## config.mk

```make
export PLATFORM = sky130hd
export DESIGN_NAME = pic_top
export DESIGN_NICKNAME = d
export VERILOG_FILES = /design/src/core/pic_pkg.sv /design/src/core/pic_top.sv /design/src/core/pic_arbiter.sv
export VERILOG_INCLUDE_DIRS = /design/src /design/src/core
export SDC_FILE = /design/constraint.sdc
export NUM_CORES = 1
export LEC_CHECK = 0
export BUFFER_PORTS_ARGS = -buffer_cell sky130_fd_sc_hd__buf_2
export CAP_MARGIN = 20
export CORE_MARGIN = 2
export CORE_UTILIZATION = 36
export DETAILED_ROUTE_END_ITERATION = 8
export MAX_ROUTING_LAYER = met4
export PLACE_DENSITY = 0.57
export SETUP_SLACK_MARGIN = 0.02
export SLEW_MARGIN = 20
export SYNTH_ARGS = -nofsm -noshare
export SYNTH_HDL_FRONTEND = slang
export SYNTH_SLANG_ARGS = --single-unit
```

## constraint.sdc

```tcl
create_clock -name clk -period 14.5 [get_ports clk]
set_input_delay 2.175 -clock clk [delete_from_list [all_inputs] [get_ports clk]]
set_output_delay 2.175 -clock clk [all_outputs]
set_load 0.05 [all_outputs]
```

## src/core/pic_regs.svh

```systemverilog
// Register offsets, field positions, reset values and vectors of the interrupt controller
// Assumes a 32-bit APB slave with one aligned word per register
`ifndef PIC_REGS_SVH
`define PIC_REGS_SVH
`define PIC_OFF_IRQ_ENABLE 12'h000
`define PIC_OFF_PRIO_LOW_BASIC 12'h004
`define PIC_OFF_PRIO_MID_BASIC 12'h008
`define PIC_OFF_EXT_ENABLE 12'h00C
`define PIC_OFF_PRIO_LOW_EXT 12'h010
`define PIC_OFF_PRIO_MID_EXT 12'h014
`define PIC_OFF_FLAGS 12'h018
`define PIC_OFF_PF_CTRL 12'h01C
`define PIC_OFF_VECTOR 12'h020
`define PIC_OFF_TRIG_MODE 12'h024
`define PIC_GLOBAL_EN_BIT 7
`define PIC_PF_EN_BIT 0
`define PIC_RST_BYTE 8'h00
`define PIC_VEC_PF 8'h33
`define PIC_VEC_BASE 8'h03
`define PIC_VEC_STEP 8'h08
`define PIC_VEC_SER1 8'h3B
`define PIC_VEC_EXT2 8'h43
`define PIC_VEC_WDOG 8'h63
`endif

```

## src/core/pic_pkg.sv

```systemverilog
// Types shared by the interrupt controller files
// Assumes pic_regs.svh for the numeric constants
package pic_pkg;
  typedef logic [2:0] pic_level_t;
  typedef logic [3:0] pic_src_t;
  typedef enum logic [1:0] {PIC_IDLE, PIC_ACK} pic_state_e;
endpackage

```

## src/core/pic_top.sv

```systemverilog
// Five-level interrupt controller with APB registers and vector handshake to the core
// Assumes core vectors on irq_ack and returns on irq_return; peripherals give level or pulse
//
// How it works
// RULE1 - Thirteen sources, each with its own flag, enable and vector.
// RULE2 - Non power-fail sources need own enable and global enable set.
// RULE3 - Clearing global enable blocks all gated sources.
// RULE4 - Power fail gated by its own enable only.
// RULE5 - Five levels, level 4 only for power fail.
// RULE6 - Other sources get level 3..0 from low and mid priority bits.
// RULE7 - Equal levels resolved by fixed natural order, watchdog last.
// RULE8 - Flags set on their condition whether enabled or not.
// RULE9 - Software clears serial, timer2 overflow and external, ext2-5, power-fail, watchdog flags.
// RULE10 - Fixed vector address per source, power fail at 33h.
// RULE11 - Edge-mode ext0/ext1 flags clear when core vectors.
// RULE12 - Level-mode ext0/ext1 flags follow the pin.
// RULE13 - Timer0/timer1 overflow flags clear when core vectors.
// RULE14 - Preempt only at strictly higher level; shared vectors OR two flags.
// RULE15 - Software disables global enable during timed-write sequences.
//
// Chosen here: the register offsets and the APB register port.
`timescale 1ns/100ps
`include "pic_regs.svh"
module pic_top #(
  parameter int NSRC = 13
) (
  input wire logic clk,
  input wire logic rst_n,
  input wire logic psel,
  input wire logic penable,
  input wire logic pwrite,
  input wire logic [11:0] paddr,
  input wire logic [31:0] pwdata,
  input wire logic [3:0] pstrb,
  output logic [31:0] prdata,
  output logic pready,
  output logic pslverr,
  input wire logic power_fail_evt,
  input wire logic ext0_pin,
  input wire logic ext1_pin,
  input wire logic timer0_ovf_evt,
  input wire logic timer1_ovf_evt,
  input wire logic serial0_rx_evt,
  input wire logic serial0_tx_evt,
  input wire logic timer2_ovf_evt,
  input wire logic timer2_ext_evt,
  input wire logic serial1_rx_evt,
  input wire logic serial1_tx_evt,
  input wire logic [3:0] ext25_evt,
  input wire logic watchdog_evt,
  output logic irq_req,
  output logic [7:0] irq_vector,
  input wire logic irq_ack,
  input wire logic irq_return,
  output logic irq_out
);
  // ----------------------------------------
  // Registers
  // ----------------------------------------
  logic [7:0] interrupt_enable_q, interrupt_enable_d;
  logic [7:0] priority_low_basic_q, priority_low_basic_d;
  logic [7:0] priority_mid_basic_q, priority_mid_basic_d;
  logic [7:0] extended_enable_q, extended_enable_d;
  logic [7:0] priority_low_extended_q, priority_low_extended_d;
  logic [7:0] priority_mid_extended_q, priority_mid_extended_d;
  logic power_fail_irq_enable_q, power_fail_irq_enable_d;
  logic [1:0] trig_edge_q, trig_edge_d;
  // Flag order: pf,x0,t0,x1,t1,s0rx,s0tx,t2ovf,t2ext,s1rx,s1tx,x2..x5,wd
  logic [15:0] flag_q, flag_d;
  logic [1:0] pin_prev_q, pin_prev_d;
  // In-service stack: one bit per level
  logic [4:0] in_service_q, in_service_d;
  pic_pkg::pic_state_e state_q, state_d;
  logic [7:0] vector_q, vector_d;
  pic_pkg::pic_src_t grant_q, grant_d;
  logic [31:0] prdata_q, prdata_d;

  logic wr_acc, rd_acc, mapped;
  logic [NSRC-1:0] src_req, src_en, pend;
  logic [3*NSRC-1:0] src_lvl;
  logic found;
  pic_pkg::pic_src_t win;
  pic_pkg::pic_level_t win_lvl;
  logic [2:0] cur_lvl;
  logic global_en;
  logic [15:0] flag_sets, flag_acks, flag_sw_clr;
  logic [7:0] vec_tab [NSRC];

  assign wr_acc = psel && penable && pwrite;
  assign rd_acc = psel && penable && !pwrite;
  assign pready = 1'b1;
  assign global_en = interrupt_enable_q[`PIC_GLOBAL_EN_BIT];

  // ----------------------------------------
  // Request, enable and level per source
  // ----------------------------------------
  always_comb begin
    // Shared vectors merge two flags into one request [RULE14]
    src_req = {flag_q[15], flag_q[14:11], flag_q[10] | flag_q[9], flag_q[8] | flag_q[7],
               flag_q[6] | flag_q[5], flag_q[4:0]}; // [RULE1]
    src_en[0] = power_fail_irq_enable_q; // [RULE4]
    src_en[7:1] = interrupt_enable_q[6:0] & {7{global_en}}; // [RULE2] [RULE3]
    src_en[12:8] = extended_enable_q[4:0] & {5{global_en}}; // [RULE2] [RULE3]
    src_lvl = '0;
    src_lvl[2:0] = 3'd4; // [RULE5]
    for (int i = 1; i < 8; i++) begin
      src_lvl[3*i +: 3] = {1'b0, priority_mid_basic_q[i-1], priority_low_basic_q[i-1]}; // [RULE6]
    end
    for (int i = 8; i < NSRC; i++) begin
      src_lvl[3*i +: 3] = {1'b0, priority_mid_extended_q[i-8],
                           priority_low_extended_q[i-8]}; // [RULE6]
    end
    pend = src_req & src_en;
  end

  pic_arbiter #(.NSRC(NSRC)) u_arb (
    .pend(pend),
    .lvl(src_lvl),
    .found(found),
    .win(win),
    .win_lvl(win_lvl)
  );

  // ----------------------------------------
  // Vector table
  // ----------------------------------------
  generate
    for (genvar g = 0; g < NSRC; g++) begin : g_vec
      if (g == 0) begin : g_pf
        assign vec_tab[g] = `PIC_VEC_PF; // [RULE10]
      end else if (g < 7) begin : g_lo
        assign vec_tab[g] = 8'(`PIC_VEC_BASE + `PIC_VEC_STEP * (g - 1)); // [RULE10]
      end else if (g == 7) begin : g_s1
        assign vec_tab[g] = `PIC_VEC_SER1;
      end else if (g < 12) begin : g_ex
        assign vec_tab[g] = 8'(`PIC_VEC_EXT2 + `PIC_VEC_STEP * (g - 8));
      end else begin : g_wd
        assign vec_tab[g] = `PIC_VEC_WDOG;
      end
    end
  endgenerate

  // Highest level now in service, or 0 when no bit is set
  always_comb begin
    cur_lvl = 3'd0;
    for (int l = 0; l < 5; l++) begin
      if (in_service_q[l]) begin
        cur_lvl = 3'(l);
      end
    end
  end

  // ----------------------------------------
  // Vector handshake
  // ----------------------------------------
  always_comb begin
    state_d = state_q;
    vector_d = vector_q;
    grant_d = grant_q;
    in_service_d = in_service_q;
    flag_acks = '0;
    unique case (state_q)
      pic_pkg::PIC_IDLE: begin
        // Strictly higher level only preempts [RULE14]
        if (found && (in_service_q == 5'h00 || win_lvl > cur_lvl)) begin
          state_d = pic_pkg::PIC_ACK;
          vector_d = vec_tab[win];
          grant_d = win;
        end
      end
      pic_pkg::PIC_ACK: begin
        if (irq_ack) begin
          state_d = pic_pkg::PIC_IDLE;
          // Level of the granted source, not of a newer winner [RULE14]
          in_service_d[src_lvl[3*grant_q +: 3]] = 1'b1;
          // Auto clears when vectored [RULE11] [RULE13]
          if (grant_q == 4'd1 && trig_edge_q[0]) flag_acks[1] = 1'b1;
          if (grant_q == 4'd3 && trig_edge_q[1]) flag_acks[3] = 1'b1;
          if (grant_q == 4'd2) flag_acks[2] = 1'b1;
          if (grant_q == 4'd4) flag_acks[4] = 1'b1;
        end else if (!found || win != grant_q) begin
          // Request withdrawn or another source now winning before vectoring; rearbitrate
          state_d = pic_pkg::PIC_IDLE;
        end
      end
    endcase
    // A return during a standing offer still pops; a return in the same cycle as an ack is dropped
    if (irq_return) begin
      for (int l = 4; l >= 0; l--) begin
        if (in_service_q[l] && !(in_service_d[4:0] != in_service_q)) begin
          in_service_d[l] = 1'b0;
          break;
        end
      end
    end
  end

  // ----------------------------------------
  // Flags: set wins over clear [RULE8]
  // ----------------------------------------
  always_comb begin
    flag_sets = {watchdog_evt, ext25_evt, serial1_tx_evt, serial1_rx_evt, timer2_ext_evt,
                 timer2_ovf_evt, serial0_tx_evt, serial0_rx_evt, timer1_ovf_evt,
                 ext1_pin & ~pin_prev_q[1], timer0_ovf_evt, ext0_pin & ~pin_prev_q[0],
                 power_fail_evt}; // [RULE8]
    flag_sw_clr = '0;
    if (wr_acc && pstrb[0] && paddr == `PIC_OFF_FLAGS) begin
      flag_sw_clr = pwdata[15:0]; // [RULE9]
    end
    flag_d = (flag_q & ~flag_sw_clr & ~flag_acks) | flag_sets;
    if (!trig_edge_q[0]) flag_d[1] = ext0_pin; // [RULE12]
    if (!trig_edge_q[1]) flag_d[3] = ext1_pin; // [RULE12]
    pin_prev_d = {ext1_pin, ext0_pin};
  end

  // ----------------------------------------
  // APB register writes and reads
  // ----------------------------------------
  always_comb begin
    interrupt_enable_d = interrupt_enable_q;
    priority_low_basic_d = priority_low_basic_q;
    priority_mid_basic_d = priority_mid_basic_q;
    extended_enable_d = extended_enable_q;
    priority_low_extended_d = priority_low_extended_q;
    priority_mid_extended_d = priority_mid_extended_q;
    power_fail_irq_enable_d = power_fail_irq_enable_q;
    trig_edge_d = trig_edge_q;
    prdata_d = prdata_q;
    mapped = 1'b1;
    if (wr_acc && pstrb[0]) begin
      unique case (paddr)
        `PIC_OFF_IRQ_ENABLE: interrupt_enable_d = pwdata[7:0];
        `PIC_OFF_PRIO_LOW_BASIC: priority_low_basic_d = pwdata[7:0];
        `PIC_OFF_PRIO_MID_BASIC: priority_mid_basic_d = pwdata[7:0];
        `PIC_OFF_EXT_ENABLE: extended_enable_d = pwdata[7:0];
        `PIC_OFF_PRIO_LOW_EXT: priority_low_extended_d = pwdata[7:0];
        `PIC_OFF_PRIO_MID_EXT: priority_mid_extended_d = pwdata[7:0];
        `PIC_OFF_PF_CTRL: power_fail_irq_enable_d = pwdata[`PIC_PF_EN_BIT];
        `PIC_OFF_TRIG_MODE: trig_edge_d = pwdata[1:0];
        default: ;
      endcase
    end
    unique case (paddr)
      `PIC_OFF_IRQ_ENABLE: prdata_d = {24'h00_0000, interrupt_enable_q};
      `PIC_OFF_PRIO_LOW_BASIC: prdata_d = {24'h00_0000, priority_low_basic_q};
      `PIC_OFF_PRIO_MID_BASIC: prdata_d = {24'h00_0000, priority_mid_basic_q};
      `PIC_OFF_EXT_ENABLE: prdata_d = {24'h00_0000, extended_enable_q};
      `PIC_OFF_PRIO_LOW_EXT: prdata_d = {24'h00_0000, priority_low_extended_q};
      `PIC_OFF_PRIO_MID_EXT: prdata_d = {24'h00_0000, priority_mid_extended_q};
      `PIC_OFF_FLAGS: prdata_d = {16'h0000, flag_q};
      `PIC_OFF_PF_CTRL: prdata_d = {31'h0000_0000, power_fail_irq_enable_q};
      `PIC_OFF_VECTOR: prdata_d = {19'h0_0000, in_service_q, vector_q};
      `PIC_OFF_TRIG_MODE: prdata_d = {30'h0000_0000, trig_edge_q};
      default: begin
        prdata_d = 32'h0000_0000;
        mapped = 1'b0;
      end
    endcase
    if (!(psel && !penable && !pwrite)) prdata_d = prdata_q;
  end

  // Read data prepared in setup, valid in access
  assign prdata = prdata_q;
  assign pslverr = psel && penable && !mapped;

  always_ff @(posedge clk) begin
    if (!rst_n) begin
      interrupt_enable_q <= `PIC_RST_BYTE;
      priority_low_basic_q <= `PIC_RST_BYTE;
      priority_mid_basic_q <= `PIC_RST_BYTE;
      extended_enable_q <= `PIC_RST_BYTE;
      priority_low_extended_q <= `PIC_RST_BYTE;
      priority_mid_extended_q <= `PIC_RST_BYTE;
      power_fail_irq_enable_q <= 1'b0;
      trig_edge_q <= 2'b00;
      flag_q <= '0;
      pin_prev_q <= 2'b00;
      in_service_q <= 5'h00;
      state_q <= pic_pkg::PIC_IDLE;
      vector_q <= `PIC_RST_BYTE;
      grant_q <= '0;
      prdata_q <= 32'h0000_0000;
    end else begin
      interrupt_enable_q <= interrupt_enable_d;
      priority_low_basic_q <= priority_low_basic_d;
      priority_mid_basic_q <= priority_mid_basic_d;
      extended_enable_q <= extended_enable_d;
      priority_low_extended_q <= priority_low_extended_d;
      priority_mid_extended_q <= priority_mid_extended_d;
      power_fail_irq_enable_q <= power_fail_irq_enable_d;
      trig_edge_q <= trig_edge_d;
      flag_q <= flag_d;
      pin_prev_q <= pin_prev_d;
      in_service_q <= in_service_d;
      state_q <= state_d;
      vector_q <= vector_d;
      grant_q <= grant_d;
      prdata_q <= prdata_d;
    end
  end

  assign irq_req = (state_q == pic_pkg::PIC_ACK);
  assign irq_vector = vector_q;
  assign irq_out = found;

  // ----------------------------------------
  // Checks
  // ----------------------------------------
  global_gate_a: assert property (@(posedge clk) disable iff (!rst_n) // [RULE3]
    !global_en |-> pend[12:1] == '0)
    else $error("gated source pending with global off");
  pf_gate_a: assert property (@(posedge clk) disable iff (!rst_n) // [RULE4]
    pend[0] == (flag_q[0] && power_fail_irq_enable_q))
    else $error("power fail gating wrong");
  own_enable_a: assert property (@(posedge clk) disable iff (!rst_n) // [RULE2]
    pend[1] |-> interrupt_enable_q[0] && global_en)
    else $error("ext0 pending unenabled");
  pf_vector_a: assert property (@(posedge clk) disable iff (!rst_n) // [RULE10]
    (state_q == pic_pkg::PIC_IDLE && state_d == pic_pkg::PIC_ACK && win == 4'd0)
    |=> irq_vector == 8'h33)
    else $error("power fail vector wrong");
  flag_set_a: assert property (@(posedge clk) disable iff (!rst_n) // [RULE8]
    watchdog_evt |=> flag_q[15])
    else $error("watchdog flag not set");
  // Mode and pin of the previous edge decide the flag seen now
  level_track_a: assert property (@(posedge clk) disable iff (!rst_n) // [RULE12]
    !$past(trig_edge_q[0]) && $past(rst_n) |-> flag_q[1] == $past(ext0_pin))
    else $error("level flag not tracking");
  timer_ack_a: assert property (@(posedge clk) disable iff (!rst_n) // [RULE13]
    irq_req && irq_ack && grant_q == 4'd2 && !timer0_ovf_evt |=> !flag_q[2])
    else $error("timer0 flag not auto cleared");
  edge_ack_a: assert property (@(posedge clk) disable iff (!rst_n) // [RULE11]
    irq_req && irq_ack && grant_q == 4'd1 && trig_edge_q[0] && !(ext0_pin && !pin_prev_q[0])
    |=> !flag_q[1])
    else $error("ext0 edge flag not auto cleared");
  pf_level_a: assert property (@(posedge clk) disable iff (!rst_n) // [RULE5] [RULE6]
    src_lvl[2:0] == 3'd4 && src_lvl[5:3] <= 3'd3)
    else $error("level range wrong");
  preempt_a: assert property (@(posedge clk) disable iff (!rst_n) // [RULE14]
    in_service_q[3] && state_q == pic_pkg::PIC_IDLE && !pend[0] |=> !irq_req)
    else $error("equal level preempted");
  tie_order_a: assert property (@(posedge clk) disable iff (!rst_n) // [RULE7]
    pend[1] && pend[2] && src_lvl[5:3] == src_lvl[8:6] |-> win != 4'd2)
    else $error("natural order broken");
  ack_cov_c: cover property (@(posedge clk) disable iff (!rst_n) irq_req && irq_ack);
  pf_cov_c: cover property (@(posedge clk) disable iff (!rst_n) irq_req && grant_q == 4'd0);
  nest_cov_c: cover property (@(posedge clk) disable iff (!rst_n)
    in_service_q[4] && in_service_q[3]);
  edge_clr_cov_c: cover property (@(posedge clk) disable iff (!rst_n)
    flag_acks[1] || flag_acks[3]);
endmodule

```

## src/core/pic_arbiter.sv

```systemverilog
// Priority arbiter: picks the highest level, then earliest natural order
// Assumes pending and level vectors in natural order, index 0 highest
`timescale 1ns/100ps
module pic_arbiter #(
  parameter int NSRC = 13
) (
  input wire logic [NSRC-1:0] pend,
  input wire logic [3*NSRC-1:0] lvl,
  output logic found,
  output pic_pkg::pic_src_t win,
  output pic_pkg::pic_level_t win_lvl
);
  // ----------------------------------------
  // Scan from the last index down to index 0 so earliest wins ties
  // ----------------------------------------
  always_comb begin
    found = 1'b0;
    win = '0;
    win_lvl = '0;
    for (int i = NSRC - 1; i >= 0; i--) begin
      if (pend[i] && (!found || lvl[3*i +: 3] >= win_lvl)) begin // [RULE7]
        found = 1'b1;
        win = pic_pkg::pic_src_t'(i);
        win_lvl = lvl[3*i +: 3];
      end
    end
  end
endmodule

```

==> results.json <==
{
  "status": "completed",
  "yosys-top-cells-area": "dfxtp_1 32%, mux2i_1 8.8%, nor2_1 6.5%, ha_1 5.2%, a21oi_1 4.7%",
  "syn_inst": 782,
  "timing.fmax_mhz": 70.2,
  "root_buffer": "clkbuf_16",
  "fin_crit_ns": 14.24,
  "utilization": 0.456,
  "path_max_fanout": 7,
  "rsz0062_at_grt": "yes",
  "fin_nets": 986,
  "ys_types": 74,
  "area_growth_pct": 24.9,
  "yosysWarnings": 0,
  "synth_top_flop_cell": "dfxtp_1",
  "numCtsBuffers": 9,
  "cts_sinks": 99,
  "drc": 0,
  "cts.reportedPaths.clkPinSlew_ns": 0.07,
  "synth_area_sq_mm": 0.00625,
  "finalPower_uw": 581,
  "port_buffers": 76,
  "drive_gt1_frac": 0.262,
  "ys_async_sr_fraction": 0,
  "hold_violations": 0,
  "hold_path.class": "flip-flop to flip-flop",
  "slew_violations": 0,
  "worst_pin_slew_ns": 1.04,
  "dieArea_sq_mm": 0.0184,
  "filler_cell_count": 1742,
  "path_common_cell": "ha_1",
  "setup_viol": 0,
  "ys_ff_latch": 99,
  "arrival_ns": 14.52,
  "slew_headroom": 0.307,
  "die_h_um": 136,
  "die_w_um": 136,
  "rows": 48,
  "regArea_sq_mm": 0.00199,
  "core_sq_mm": 0.0171,
  "clk_latency_ns": 0.35,
  "place_congestion": 0.921,
  "ys_seq_area_frac": 0.317,
  "end_kind": "flip-flop",
  "diodes": 0,
  "start_util": 0.365,
  "floorplan.io_pins": 115,
  "synth.most_common_cell": "nor2_1",
  "post_drt_wl_per_cell_um": 19.4,
  "antenna_found_initial": 0,
  "clk_path_buf_depth": 2,
  "viasPerCell": 5.70,
  "postRouteAntennaNets": 0,
  "avgSynthCellArea_sq_um": 7.99,
  "critical_path.slowest_cell": "or3_4",
  "ff2ff_path_depth": 79,
  "hpwl_mm": 15.5,
  "p_per_area_mw_per_mm2": 74.4,
  "grt_pass1_vias": 5826,
  "p_leak_uw": 0.00313,
  "cp_slowest_stage_delay_ns": 0.42,
  "grtUsageTotal": 0.238,
  "drv_cap": 0,
  "synth_top_area_cell": "dfxtp_1",
  "gr-total-overflow": 0,
  "synth-edff-count": 0,
  "dr.first_iter.drc_count": 522,
  "period_share": 0.982,
  "hold_path_depth": 2,
  "tritoncts": "yes",
  "htreeDepth": 3,
  "via_count": 6382,
  "crit_required_ns": 14.78,
  "firstDrtPassIters": 6,
  "vdd_drop_max_mv": 0.0691,
  "multiInputGateArea_sq_mm": 0.00423,
  "cp-start-kind": "flip-flop",
  "skew_ns": 0.00546,
  "yosys-top-cells-count": "108 x nor2_1, 99 x dfxtp_1, 64 x nand2_1, 59 x a21oi_1, 55 x mux2i_1",
  "grt_pass1_wl_mm": 32.7,
  "grt_max_degree": 76,
  "synth_top_area_share": 0.317,
  "criticalPathCategory": "flip-flop to flip-flop",
  "wirelength_mm": 21.7
}
==> per-layer routing <==
metal | vias to the layer above | global-route usage | share of wire
li1 | 3039 | - | -
met5 | - | - | 0
met1 | 3054 | 0.308 | 0.43
met4 | 0 | 0.0845 | 0.029
met3 | 40 | 0.0254 | 0.061
met2 | 249 | 0.386 | 0.48
==> critical path, delay by kind of cell (launching register included) <==
kind / cells / cell delay [ns]
compound gates: 37 / 5.90
simple gates: 22 / 3.07
mux: 1 / 0.29
fa+ha+maj: 14 / 3.80
buf+inv: 5 / 0.72
flops: 1 / 0.39
==> power breakdown <==
group / total [uW] / internal [uW] / switching, uW
combinational: 47.9 / 12.0 / 36.0
clock: 251 / 137 / 114
sequential: 282 / 277 / 5.50
total: 581 / 425 / 156
==> metrics by stage <==
step | TNS (ns) | instances | hold slack [ns] | setup WS [ns] | cell area (sq um)
2_1_floorplan | 0 | 799 | 0.436 | 0.0624 | 6340
3_3_place_gp | -0.907 | 1088 | 0.440 | -0.201 | 7060
3_5_place_dp | -0.991 | 1088 | 0.441 | -0.215 | 7060
4_1_cts | 0 | 1107 | 0.459 | 0.0513 | 7410
5_1_grt | -1.94 | 1119 | 0.489 | -0.290 | 7810
6_report | 0 | 1119 | 0.458 | 0.261 | 7810
==> state kept, by name, indices dropped and copies added (netlist names) <==
signal,flops
flag_q,16
trig_edge_q,2
prdata,16
power_fail_irq_enable_q,1
priority_low_extended_q,8
priority_mid_basic_q,8
in_service_q,5
priority_mid_extended_q,8
interrupt_enable_q,8
state_q,1
priority_low_basic_q,8
pin_prev_q,2
irq_vector,5
extended_enable_q,8
grant_q,3
==> final cells by class <==
| class | count | area share |
|---|---|---|
| clock buffer | 9 | 0.0289 |
| timing repair buffer | 141 | 0.112 |
| sequential | 99 | 0.255 |
| multi-input combinational | 604 | 0.541 |
| tap | 225 | 0.0361 |
| clock inverter | 7 | 0.0107 |
| inverter | 34 | 0.0163 |
==> repair_timing <==
item | in CTS | in global routing
gates resized for setup | 5 | 65
hold buffers | 0 | 0
pin swaps | 2 | 31
setup buffers | 3 | 12
endpoints found under the setup margin | 9 | 9
==> kinds of logic (layout without fill, tap and decap cells) <==
logic type      Yosys count  after routing  synth area share
fa+ha+maj                28             28            0.0554
mux                      61             61             0.106
buf+inv                  96            191            0.0719
compound gates          211            211             0.239
simple gates            285            285             0.209
flops                    99             99             0.317
other cells               2             19           0.00120
==> cells in the final DEF, fill, tap and decap left out, types with 11 or more instances in the layout <==
cell,instances
buf_4,63
nor2_1,103
a221oi_1,11
inv_1,33
o21ai_0,22
nand2_1,63
a21oi_1,50
mux2i_1,54
buf_2,76
and2_1,11
a22oi_1,15
nand3_1,28
nor3_1,21
ha_1,22
dfxtp_1,97
conb_1,19
a31oi_1,13
==> worst paths after layout <==
| kind | startpoint | endpoint | slack [ns] |
|---|---|---|---|
| worst max-delay path | extended_enable_q[4]$_SDFFE_PN0P_ | irq_vector[5]$_SDFFE_PN0P_ | 0.26 |
| worst min-delay path | prdata[13]$_SDFFE_PN0P_ | prdata[13]$_SDFFE_PN0P_ | 0.46 |
| worst max register to register | extended_enable_q[4]$_SDFFE_PN0P_ | irq_vector[5]$_SDFFE_PN0P_ | 0.26 |
| worst min register to register | prdata[13]$_SDFFE_PN0P_ | prdata[13]$_SDFFE_PN0P_ | 0.46 |
Note: power is estimated with default switching activity, not from simulation.
